`src/les_params.svh`:
```
`ifndef LES_PARAMS_SVH
`define LES_PARAMS_SVH

// block geometry
`define LES_NUM_LE      10
`define LES_IN_W        4
`define LES_LUT_W       16

// data input positions inside one element
`define LES_IDX_A       0
`define LES_IDX_B       1
`define LES_IDX_C       2
`define LES_IDX_D       3

// register, carry and lookup chain constants
`define LES_REG_RST     1'h0
`define LES_ADD_CIN0    1'h0
`define LES_SUB_CIN0    1'h1
`define LES_CIN1        1'h1
`define LES_CHAIN_TOP   1'h0

`endif

```
`src/les_pkg.sv`:
```
`include "les_params.svh"
`default_nettype none

package les_pkg;

  typedef enum logic {
    LES_MODE_NORMAL,
    LES_MODE_ARITH
  } les_mode_t;

  typedef enum logic {
    LES_SRC_LUT,
    LES_SRC_CHAIN
  } les_src_t;

  // static configuration of one logic_element
  typedef struct packed {
    les_mode_t                 mode;
    logic [`LES_LUT_W-1:0]     lut_mask;
    les_src_t                  reg_src;
    logic                      fb_en;
    logic                      lut_chain_en;
  } les_cfg_t;

  // logic_array_block wide controls
  typedef struct packed {
    logic                      sub;
    logic                      lab_cin;
    logic                      clk_en;
  } les_ctrl_t;

  typedef logic [`LES_IN_W-1:0] les_data_t;

endpackage

`default_nettype wire

```
`src/les_lab.sv`:
```
`include "les_params.svh"
`default_nettype none

module les_lab (
  input  wire logic                                  clk_i,         // block clock
  input  wire logic                                  sys_rst_i,     // synchronous reset
  input  wire logic                                  aclr_i,        // block asynchronous clear
  input  wire les_pkg::les_ctrl_t                    ctrl_i,        // block-wide controls
  input  wire les_pkg::les_cfg_t  [`LES_NUM_LE-1:0]  cfg_i,         // per element configuration
  input  wire les_pkg::les_data_t [`LES_NUM_LE-1:0]  data_i,        // four data inputs per element
  input  wire logic                                  reg_chain_i,   // register chain from block above
  output var  logic               [`LES_NUM_LE-1:0]  comb_o,        // unregistered results
  output var  logic               [`LES_NUM_LE-1:0]  reg_o,         // registered results
  output var  logic                                  carry_out0_o,  // primary carry to next block
  output var  logic                                  carry_out1_o   // secondary carry to next block
);
  import les_pkg::*;

  // single lookup of a four input table, used by the element logic; checks index the mask directly
  function automatic logic lut_eval(input logic [`LES_LUT_W-1:0] mask,
                                    input logic [`LES_IN_W-1:0]  idx);
    lut_eval = mask[idx];
  endfunction

  function automatic logic maj3(input logic x, input logic y, input logic z);
    maj3 = (x & y) | (x & z) | (y & z);
  endfunction

  logic [`LES_NUM_LE:0]   cin0;
  logic [`LES_NUM_LE:0]   cin1;
  logic [`LES_NUM_LE:0]   rchain;
  logic [`LES_NUM_LE:0]   lchain;
  logic [`LES_NUM_LE-1:0] comb;
  logic [`LES_NUM_LE-1:0] q;
  logic [`LES_NUM_LE-1:0] reg_d;

  // carry-select pair: primary assumes block carry 0, secondary 1;
  // subtraction needs carry one into the lsb whatever the block carry
  assign cin0[0] = ctrl_i.sub ? `LES_SUB_CIN0 : `LES_ADD_CIN0;
  assign cin1[0] = `LES_CIN1;

  // top element has no element above on the lookup chain
  assign lchain[0] = `LES_CHAIN_TOP;
  assign rchain[0] = reg_chain_i;

  genvar gi;
  generate
    for (gi = 0; gi < `LES_NUM_LE; gi++) begin : g_le
      logic [`LES_IN_W-1:0] lin;
      logic                 b_eff;
      logic                 cin_sel;

      // route the four inputs per mode
      always_comb begin
        lin = data_i[gi];
        if (cfg_i[gi].mode == LES_MODE_NORMAL && cfg_i[gi].lut_chain_en && gi > 0) begin
          lin[`LES_IDX_C] = lchain[gi];
        end
        if (cfg_i[gi].mode == LES_MODE_NORMAL && cfg_i[gi].fb_en) begin
          lin[`LES_IDX_D] = q[gi];
        end
      end

      assign b_eff   = data_i[gi][`LES_IDX_B] ^ ctrl_i.sub;
      assign cin_sel = ctrl_i.lab_cin ? cin1[gi] : cin0[gi];

      // one enum bit, so the element is always in exactly one mode
      always_comb begin
        case (cfg_i[gi].mode)
          LES_MODE_ARITH: begin
            comb[gi] = data_i[gi][`LES_IDX_A] ^ b_eff ^ cin_sel;
          end
          default: begin
            comb[gi] = lut_eval(cfg_i[gi].lut_mask, lin);
          end
        endcase
      end

      // normal mode lets carries pass so arithmetic above and below can share a block
      always_comb begin
        if (cfg_i[gi].mode == LES_MODE_ARITH) begin
          cin0[gi+1] = maj3(data_i[gi][`LES_IDX_A], b_eff, cin0[gi]);
          cin1[gi+1] = maj3(data_i[gi][`LES_IDX_A], b_eff, cin1[gi]);
        end else begin
          cin0[gi+1] = cin0[gi];
          cin1[gi+1] = cin1[gi];
        end
      end

      assign lchain[gi+1] = comb[gi];

      // chained register leaves the table to an unrelated function
      assign reg_d[gi] = (cfg_i[gi].reg_src == LES_SRC_CHAIN) ? rchain[gi] : comb[gi];

      les_le_reg u_reg (
        .clk_i     (clk_i),
        .sys_rst_i (sys_rst_i),
        .aclr_i    (aclr_i),
        .en_i      (ctrl_i.clk_en),
        .d_i       (reg_d[gi]),
        .q_o       (q[gi])
      );

      assign rchain[gi+1] = q[gi];

      a_chain_shift : assert property (@(posedge clk_i)
        disable iff (sys_rst_i || aclr_i)
        ctrl_i.clk_en && cfg_i[gi].reg_src == LES_SRC_CHAIN |=> q[gi] == $past(rchain[gi]))
        else $error("register chain did not shift");

      a_lut_free_chain : assert property (@(posedge clk_i)
        disable iff (sys_rst_i || aclr_i)
        cfg_i[gi].reg_src == LES_SRC_CHAIN && cfg_i[gi].mode == LES_MODE_NORMAL
          && !cfg_i[gi].fb_en && !cfg_i[gi].lut_chain_en
        |-> comb[gi] == cfg_i[gi].lut_mask[data_i[gi]])
        else $error("lookup table disturbed by register chain");

      a_dual_outputs : assert property (@(posedge clk_i)
        disable iff (sys_rst_i || aclr_i)
        ctrl_i.clk_en && cfg_i[gi].reg_src == LES_SRC_LUT
        |=> reg_o[gi] == $past(comb_o[gi]))
        else $error("registered copy differs from combinatorial result");

      a_feedback_pack : assert property (@(posedge clk_i)
        disable iff (sys_rst_i || aclr_i)
        cfg_i[gi].mode == LES_MODE_NORMAL && cfg_i[gi].fb_en && !cfg_i[gi].lut_chain_en
        |-> comb[gi] == cfg_i[gi].lut_mask[{q[gi], data_i[gi][`LES_IDX_C:`LES_IDX_A]}])
        else $error("register feedback not seen by own table");

      if (gi > 0) begin : g_lchk
        a_lut_cascade : assert property (@(posedge clk_i)
          disable iff (sys_rst_i || aclr_i)
          cfg_i[gi].mode == LES_MODE_NORMAL && cfg_i[gi].lut_chain_en && !cfg_i[gi].fb_en
          |-> comb[gi] == cfg_i[gi].lut_mask[{data_i[gi][`LES_IDX_D], comb[gi-1],
                                               data_i[gi][`LES_IDX_B:`LES_IDX_A]}])
          else $error("lookup chain input not taken from element above");
      end
    end
  endgenerate

  // outputs: registered copy comes from the element flops, the
  // combinatorial copy cannot be registered without losing its purpose
  assign reg_o        = q;
  assign comb_o       = comb;
  assign carry_out0_o = cin0[`LES_NUM_LE];
  assign carry_out1_o = cin1[`LES_NUM_LE];

  // reference adder for whole-block arithmetic checks
  logic                   all_arith;
  logic [`LES_NUM_LE-1:0] a_vec;
  logic [`LES_NUM_LE-1:0] b_vec;
  logic [`LES_NUM_LE:0]   ref_sum;

  always_comb begin
    all_arith = 1'h1;
    a_vec     = '0;
    b_vec     = '0;
    for (int k = 0; k < `LES_NUM_LE; k++) begin
      all_arith = all_arith & (cfg_i[k].mode == LES_MODE_ARITH);
      a_vec[k]  = data_i[k][`LES_IDX_A];
      b_vec[k]  = data_i[k][`LES_IDX_B];
    end
    ref_sum = {1'h0, a_vec} + {1'h0, b_vec ^ {`LES_NUM_LE{ctrl_i.sub}}}
              + {{`LES_NUM_LE{1'h0}}, ctrl_i.sub | ctrl_i.lab_cin};
  end

  a_add_sub_block : assert property (@(posedge clk_i)
    disable iff (sys_rst_i || aclr_i)
    all_arith |-> comb_o == ref_sum[`LES_NUM_LE-1:0])
    else $error("block sum or difference wrong");

  a_sub_carry_out : assert property (@(posedge clk_i)
    disable iff (sys_rst_i || aclr_i)
    all_arith && ctrl_i.sub
    |-> (ctrl_i.lab_cin ? carry_out1_o : carry_out0_o) == ref_sum[`LES_NUM_LE])
    else $error("two's complement carry out wrong");

  a_first_carry : assert property (@(posedge clk_i)
    disable iff (sys_rst_i || aclr_i)
    ctrl_i.sub && cfg_i[0].mode == LES_MODE_ARITH
    |-> comb_o[0] == !(data_i[0][`LES_IDX_A] ^ !data_i[0][`LES_IDX_B]))
    else $error("lsb carry in not forced when subtracting");

  a_mode_normal : assert property (@(posedge clk_i)
    disable iff (sys_rst_i || aclr_i)
    cfg_i[0].mode == LES_MODE_NORMAL
    |-> comb_o[0] == cfg_i[0].lut_mask[{cfg_i[0].fb_en ? reg_o[0] : data_i[0][`LES_IDX_D],
                                          data_i[0][`LES_IDX_C:`LES_IDX_A]}])
    else $error("normal mode element not using its table");

  a_hold_no_enable : assert property (@(posedge clk_i)
    disable iff (sys_rst_i || aclr_i)
    !ctrl_i.clk_en |=> reg_o == $past(reg_o))
    else $error("registers changed without clock enable");

  a_sync_reset : assert property (@(posedge clk_i)
    $past(sys_rst_i) && !aclr_i |-> reg_o == '0)
    else $error("registers not zero after reset");

endmodule

`default_nettype wire

```
`src/les_le_reg.sv`:
```
`include "les_params.svh"
`default_nettype none

module les_le_reg (
  input  wire logic clk_i,      // block clock
  input  wire logic sys_rst_i,  // synchronous reset
  input  wire logic aclr_i,     // block asynchronous clear
  input  wire logic en_i,       // block clock enable
  input  wire logic d_i,        // selected register input
  output var  logic q_o         // register output
);

  always_ff @(posedge clk_i or posedge aclr_i) begin
    if (aclr_i) begin
      q_o <= `LES_REG_RST;
    end else if (sys_rst_i) begin
      q_o <= `LES_REG_RST;
    end else if (en_i) begin
      q_o <= d_i;
    end
  end

  a_aclr_holds_zero : assert property (@(posedge clk_i)
    aclr_i && $past(aclr_i) |-> q_o == `LES_REG_RST)
    else $error("register not cleared by async clear");

  a_capture_on_edge : assert property (@(posedge clk_i)
    disable iff (sys_rst_i || aclr_i)
    en_i |=> q_o == $past(d_i))
    else $error("register missed its input on clock edge");

endmodule

`default_nettype wire

```
`config.mk`:
```
export PLATFORM = sky130hd
export DESIGN_NAME = les_lab
export DESIGN_NICKNAME = d
export VERILOG_FILES = /design/src/les_pkg.sv /design/src/les_lab.sv /design/src/les_le_reg.sv
export VERILOG_INCLUDE_DIRS = /design/src
export SDC_FILE = /design/constraint.sdc
export NUM_CORES = 1
export LEC_CHECK = 0
export BUFFER_PORTS_ARGS = -buffer_cell sky130_fd_sc_hd__clkbuf_2
export CELL_PAD_IN_SITES_DETAIL_PLACEMENT = 0
export CELL_PAD_IN_SITES_GLOBAL_PLACEMENT = 2
export CORE_ASPECT_RATIO = 1.5
export CORE_MARGIN = 2
export CORE_UTILIZATION = 23
export CTS_CLUSTER_SIZE = 30
export DETAILED_ROUTE_END_ITERATION = 8
export GPL_TIMING_DRIVEN = 0
export MAX_ROUTING_LAYER = met4
export PLACE_DENSITY = 0.92
export SYNTH_ARGS = -nofsm -noshare
export SYNTH_HDL_FRONTEND = slang
export SYNTH_HIERARCHICAL = 1
export SYNTH_SLANG_ARGS = --single-unit
```
`constraint.sdc`:
```
create_clock -name clk_i -period 22.5 [get_ports clk_i]
set_clock_uncertainty 0.2 [all_clocks]
set_input_delay 4.5 -clock clk_i [delete_from_list [all_inputs] [get_ports clk_i]]
set_output_delay 4.5 -clock clk_i [all_outputs]
set_load 0.03 [all_outputs]
```
==> impl_metrics.yaml <==
clock_tree:
  hold_buffers: 0
  cts_buffers: 3
  insertion_delay_ps: 240
  path_clk_slew_ps: 40
  cts_tree: "done"
  cts_resized: 0
  htreeDepth: 1
  cts-root-buf: "clkbuf_16"
  clockBufferDepth: 2
  post_cts_buffers: 0
  cts_num_sinks: 10
min_path:
  hold_class: "flop to flop"
  worstHoldPathCells: 2
  hold_end: "g_le[9].u_reg/q_o"
  min-delay-start: "g_le[9].u_reg/q_o"
sta:
  worstMarginPinSlew_ps: 552
  report.final.hold_viol_count: 0
  maxSlewViolCount: 0
  period_needed_ps: 14810
  slew-limit-headroom_pct: 62.8
  setup_violations: 0
  hold_slack_ps: 384
  fmax_mhz: 67.5
  fin_setup_tns_ps: 0
  rsz0062_at_grt: "false"
  finalCritPeriodShare_pct: 65.8
setup_path:
  startpoint_type: "primary input"
  slowest_delay_ps: 410
  cpMaxStageDelayCell: "or3_1"
  reg2reg_depth: 20
  r2r-end: "g_le[9].u_reg/q_o"
  r2r_slack_ps: 17190
  crit_fanout: 10
  worstPathCellList: "clkbuf_2 > buf_2 > xnor2_1 > ha_1 > or3_1 > nand3_1 > o21ai_0 > a211oi_2 > mux2i_1 > and4_2 > o221ai_2 > a221oi_2 > mux2_4 > a31o_1 > o21a_1 > o21ai_1 > a31oi_1 > or3_1 > a41oi_2 > a31oi_1 > nor4_2 > nor2_1 > clkbuf_2"
  crit_path_end_kind: "output pin"
  r2r_start: "g_le[0].u_reg/q_o"
  worstPathRequired_ps: 17800
  path_class: "primary input to output pin"
  cp.arrival_ps: 10110
yosys:
  synth.avg_cell_area_um2: 9.37
  seq_area_frac_synth_pct: 7.09
  synth_top_family_by_area: "multiplexers"
  synth_edf_count: 0
  async_flop_share_pct: 100
  yosys_register_bits: 10
  synth_mux_area_share_pct: 42.8
  synth_compound_area_share_pct: 18.4
  ys_types: 73
  synth_simple_gate_area_share_pct: 19.2
  synth-adder-area-share_pct: 3.54
  syn-cell-area_um2: 3530
  ys_warn_count: 6
  synth_ff_type: "dfrtp_1"
  syn_inst: 377
  synthXorXnorAreaFrac_pct: 4.22
  synth_nets: 634
global_routing:
  grt.busiest_layer: "met2"
  overflow: 0
  grt_max_degree: 11
  grt_use_met2_pct: 31.7
  grt_pass1_wl_mm: 21.0
  grt_pass1_vias: 4404
  antenna_found_initial: 0
  grt_usage_pct: 16.1
  grt.met1_usage_pct: 17.2
  grt_use_met3_pct: 1.80
status:
  status: "completed"
die:
  die_w_um: 105
  die-area_um2: 16400
  core_region_area_um2: 15100
  rows: 55
  start_util_pct: 23.4
  die_h_um: 156
  ios: 269
place:
  place_inst: 840
  port_buffers: 264
  post-dp-hpwl_mm: 12.1
  gp_congestion: 0.835
  post_dp_cell_area_um2: 5100
final_layout:
  layout-drive-gt1-share_pct: 55.0
  diodes: 0
  instances_no_fill: 843
  largest_reg_flops: 10
  nNetsFinal: 903
  nFillCells: 1604
  areaGrowthSynthToFinish_pct: 46.6
  reg.largest.list: "g_le.u_reg/q_o x10"
  fin_area_um2: 5180
  top_register: "g_le.u_reg/q_o"
route:
  drt.antenna.violating_nets: 0
  drt-vias-per-instance: 4.93
  num_vias: 4159
  wire_per_inst_um: 15.9
  firstDrtPassIters: 4
  drtIter0Drc: 133
  drc_errors: 0
  routed_wl_mm: 13.4
power:
  peakVddDrop_mv: 0.0176
  total_power_uw: 183
  total_leakage_power_uw: 0.00265
  p_per_area_nw_per_um2: 35.3
job:
  maxCapViolCount: 0
## logic make-up after synthesis
group                      after synthesis
and+or+nand+nor                        122
muxes                                  102
buffers and inverters                   32
AOI/OAI and AO/OA                       84
DFF                                     10
xor gates and xnor gates                17
adders and majority gates               10
## cells in the final DEF (no fill, tap or decap), types with 5 or more instances in the layout
master      n
clkbuf_2  264
xnor2_1     5
xor2_1     12
mux2_2      9
or3_1       5
dfrtp_1    10
nand3_1     7
buf_6       5
inv_1      20
a22oi_1     8
mux2i_1    54
o21ai_0    20
mux4_1      5
nor2_1     32
a21oi_1    10
a21boi_0    5
a31oi_1     5
mux4_2     31
and2b_2     6
nand2_1    28
ha_1       10
## synth_stat cells (all sizes together), types with 3 or more instances
cell type	n	area share, %
inv	21	2.2
nand3b	3	0.64
o221ai	3	0.92
or2	4	0.71
nor2b	4	0.71
clkbuf	3	0.32
ha	10	3.5
o211ai	4	0.85
o21ai	22	3.2
a31oi	5	0.89
mux2	12	4.0
nor2	32	3.4
nand3	7	0.99
mux4	36	23
a21oi	10	1.4
dfrtp	10	7.1
and2b	6	1.5
a21boi	6	1.4
and3	4	0.74
nor3	4	0.71
o31ai	4	1.1
mux2i	54	15
buf	7	1.9
or2b	3	0.64
a211oi	3	0.92
xnor2	5	1.2
and4	3	0.78
xor2	12	3.0
nand2	28	3.0
or3b	3	0.74
a22oi	8	1.7
or3	6	1.2
and2	5	1.0
nor3b	3	0.64
## where the power goes
group | leakage, µW | internal [µW] | total, µW | switching [µW]
Combinational | 0.00248 | 61.3 | 129 | 68.2
Sequential | 0.000135 | 19.6 | 21.7 | 2.10
Clock | 0.0000370 | 23.1 | 31.6 | 8.55
## layer usage
metal / vias up / part of all wire, % / wire length (µm)
met1: 1949 / 38 / 5080
met3: 16 / 5.6 / 758
li1: 2020 / - / -
met2: 174 / 55 / 7380
met4: 0 / 1.7 / 229
met5: - / 0 / 0
## how the worst max path moves through the flow
stage / endpoint / slack, ps / depth (start not counted) / startpoint
6_report: comb_o[9] / 7690 / 23 / ctrl_i[2]
4_1_cts: comb_o[9] / 7590 / 23 / ctrl_i[2]
2_1_floorplan: comb_o[9] / 8520 / 20 / ctrl_i[2]
5_1_grt: comb_o[9] / 7270 / 23 / ctrl_i[2]
3_5_place_dp: comb_o[9] / 7600 / 23 / ctrl_i[2]
3_3_place_gp: comb_o[9] / 7680 / 23 / ctrl_i[2]
## final cells by class
class | instances | area [µm²] | share of cell area [%]
sequential | 10 | 250 | 4.83
clock buffer | 3 | 75.1 | 1.45
tap | 199 | 249 | 4.81
inverter | 21 | 78.8 | 1.52
multi-input combinational | 335 | 3110 | 60.2
buffer | 11 | 87.6 | 1.69
timing repair buffer | 264 | 1320 | 25.5
## metrics by stage
| step | setup WS, ps | utilization, % |
|---|---|---|
| final | 7690 | 34.3 |
| after global routing | 7270 | 34.3 |
| after CTS | 7590 | 34.3 |
| after detailed placement | 7600 | 33.8 |
| after global placement | 7680 | 33.8 |
| after floorplan | 8520 | - |
## worst max-delay path: cells and delay by family
| family | cells | cell delay (ps) |
|---|---|---|
| AO/OA/AOI/OAI | 10 | 2080 |
| AND/OR/NAND/NOR | 6 | 1630 |
| multiplexers | 2 | 740 |
| buffers and inverters | 3 | 730 |
| adder cells (fa/ha/maj) | 1 | 250 |
| XOR/XNOR | 1 | 170 |
Note: power is estimated with default switching activity, not from simulation.
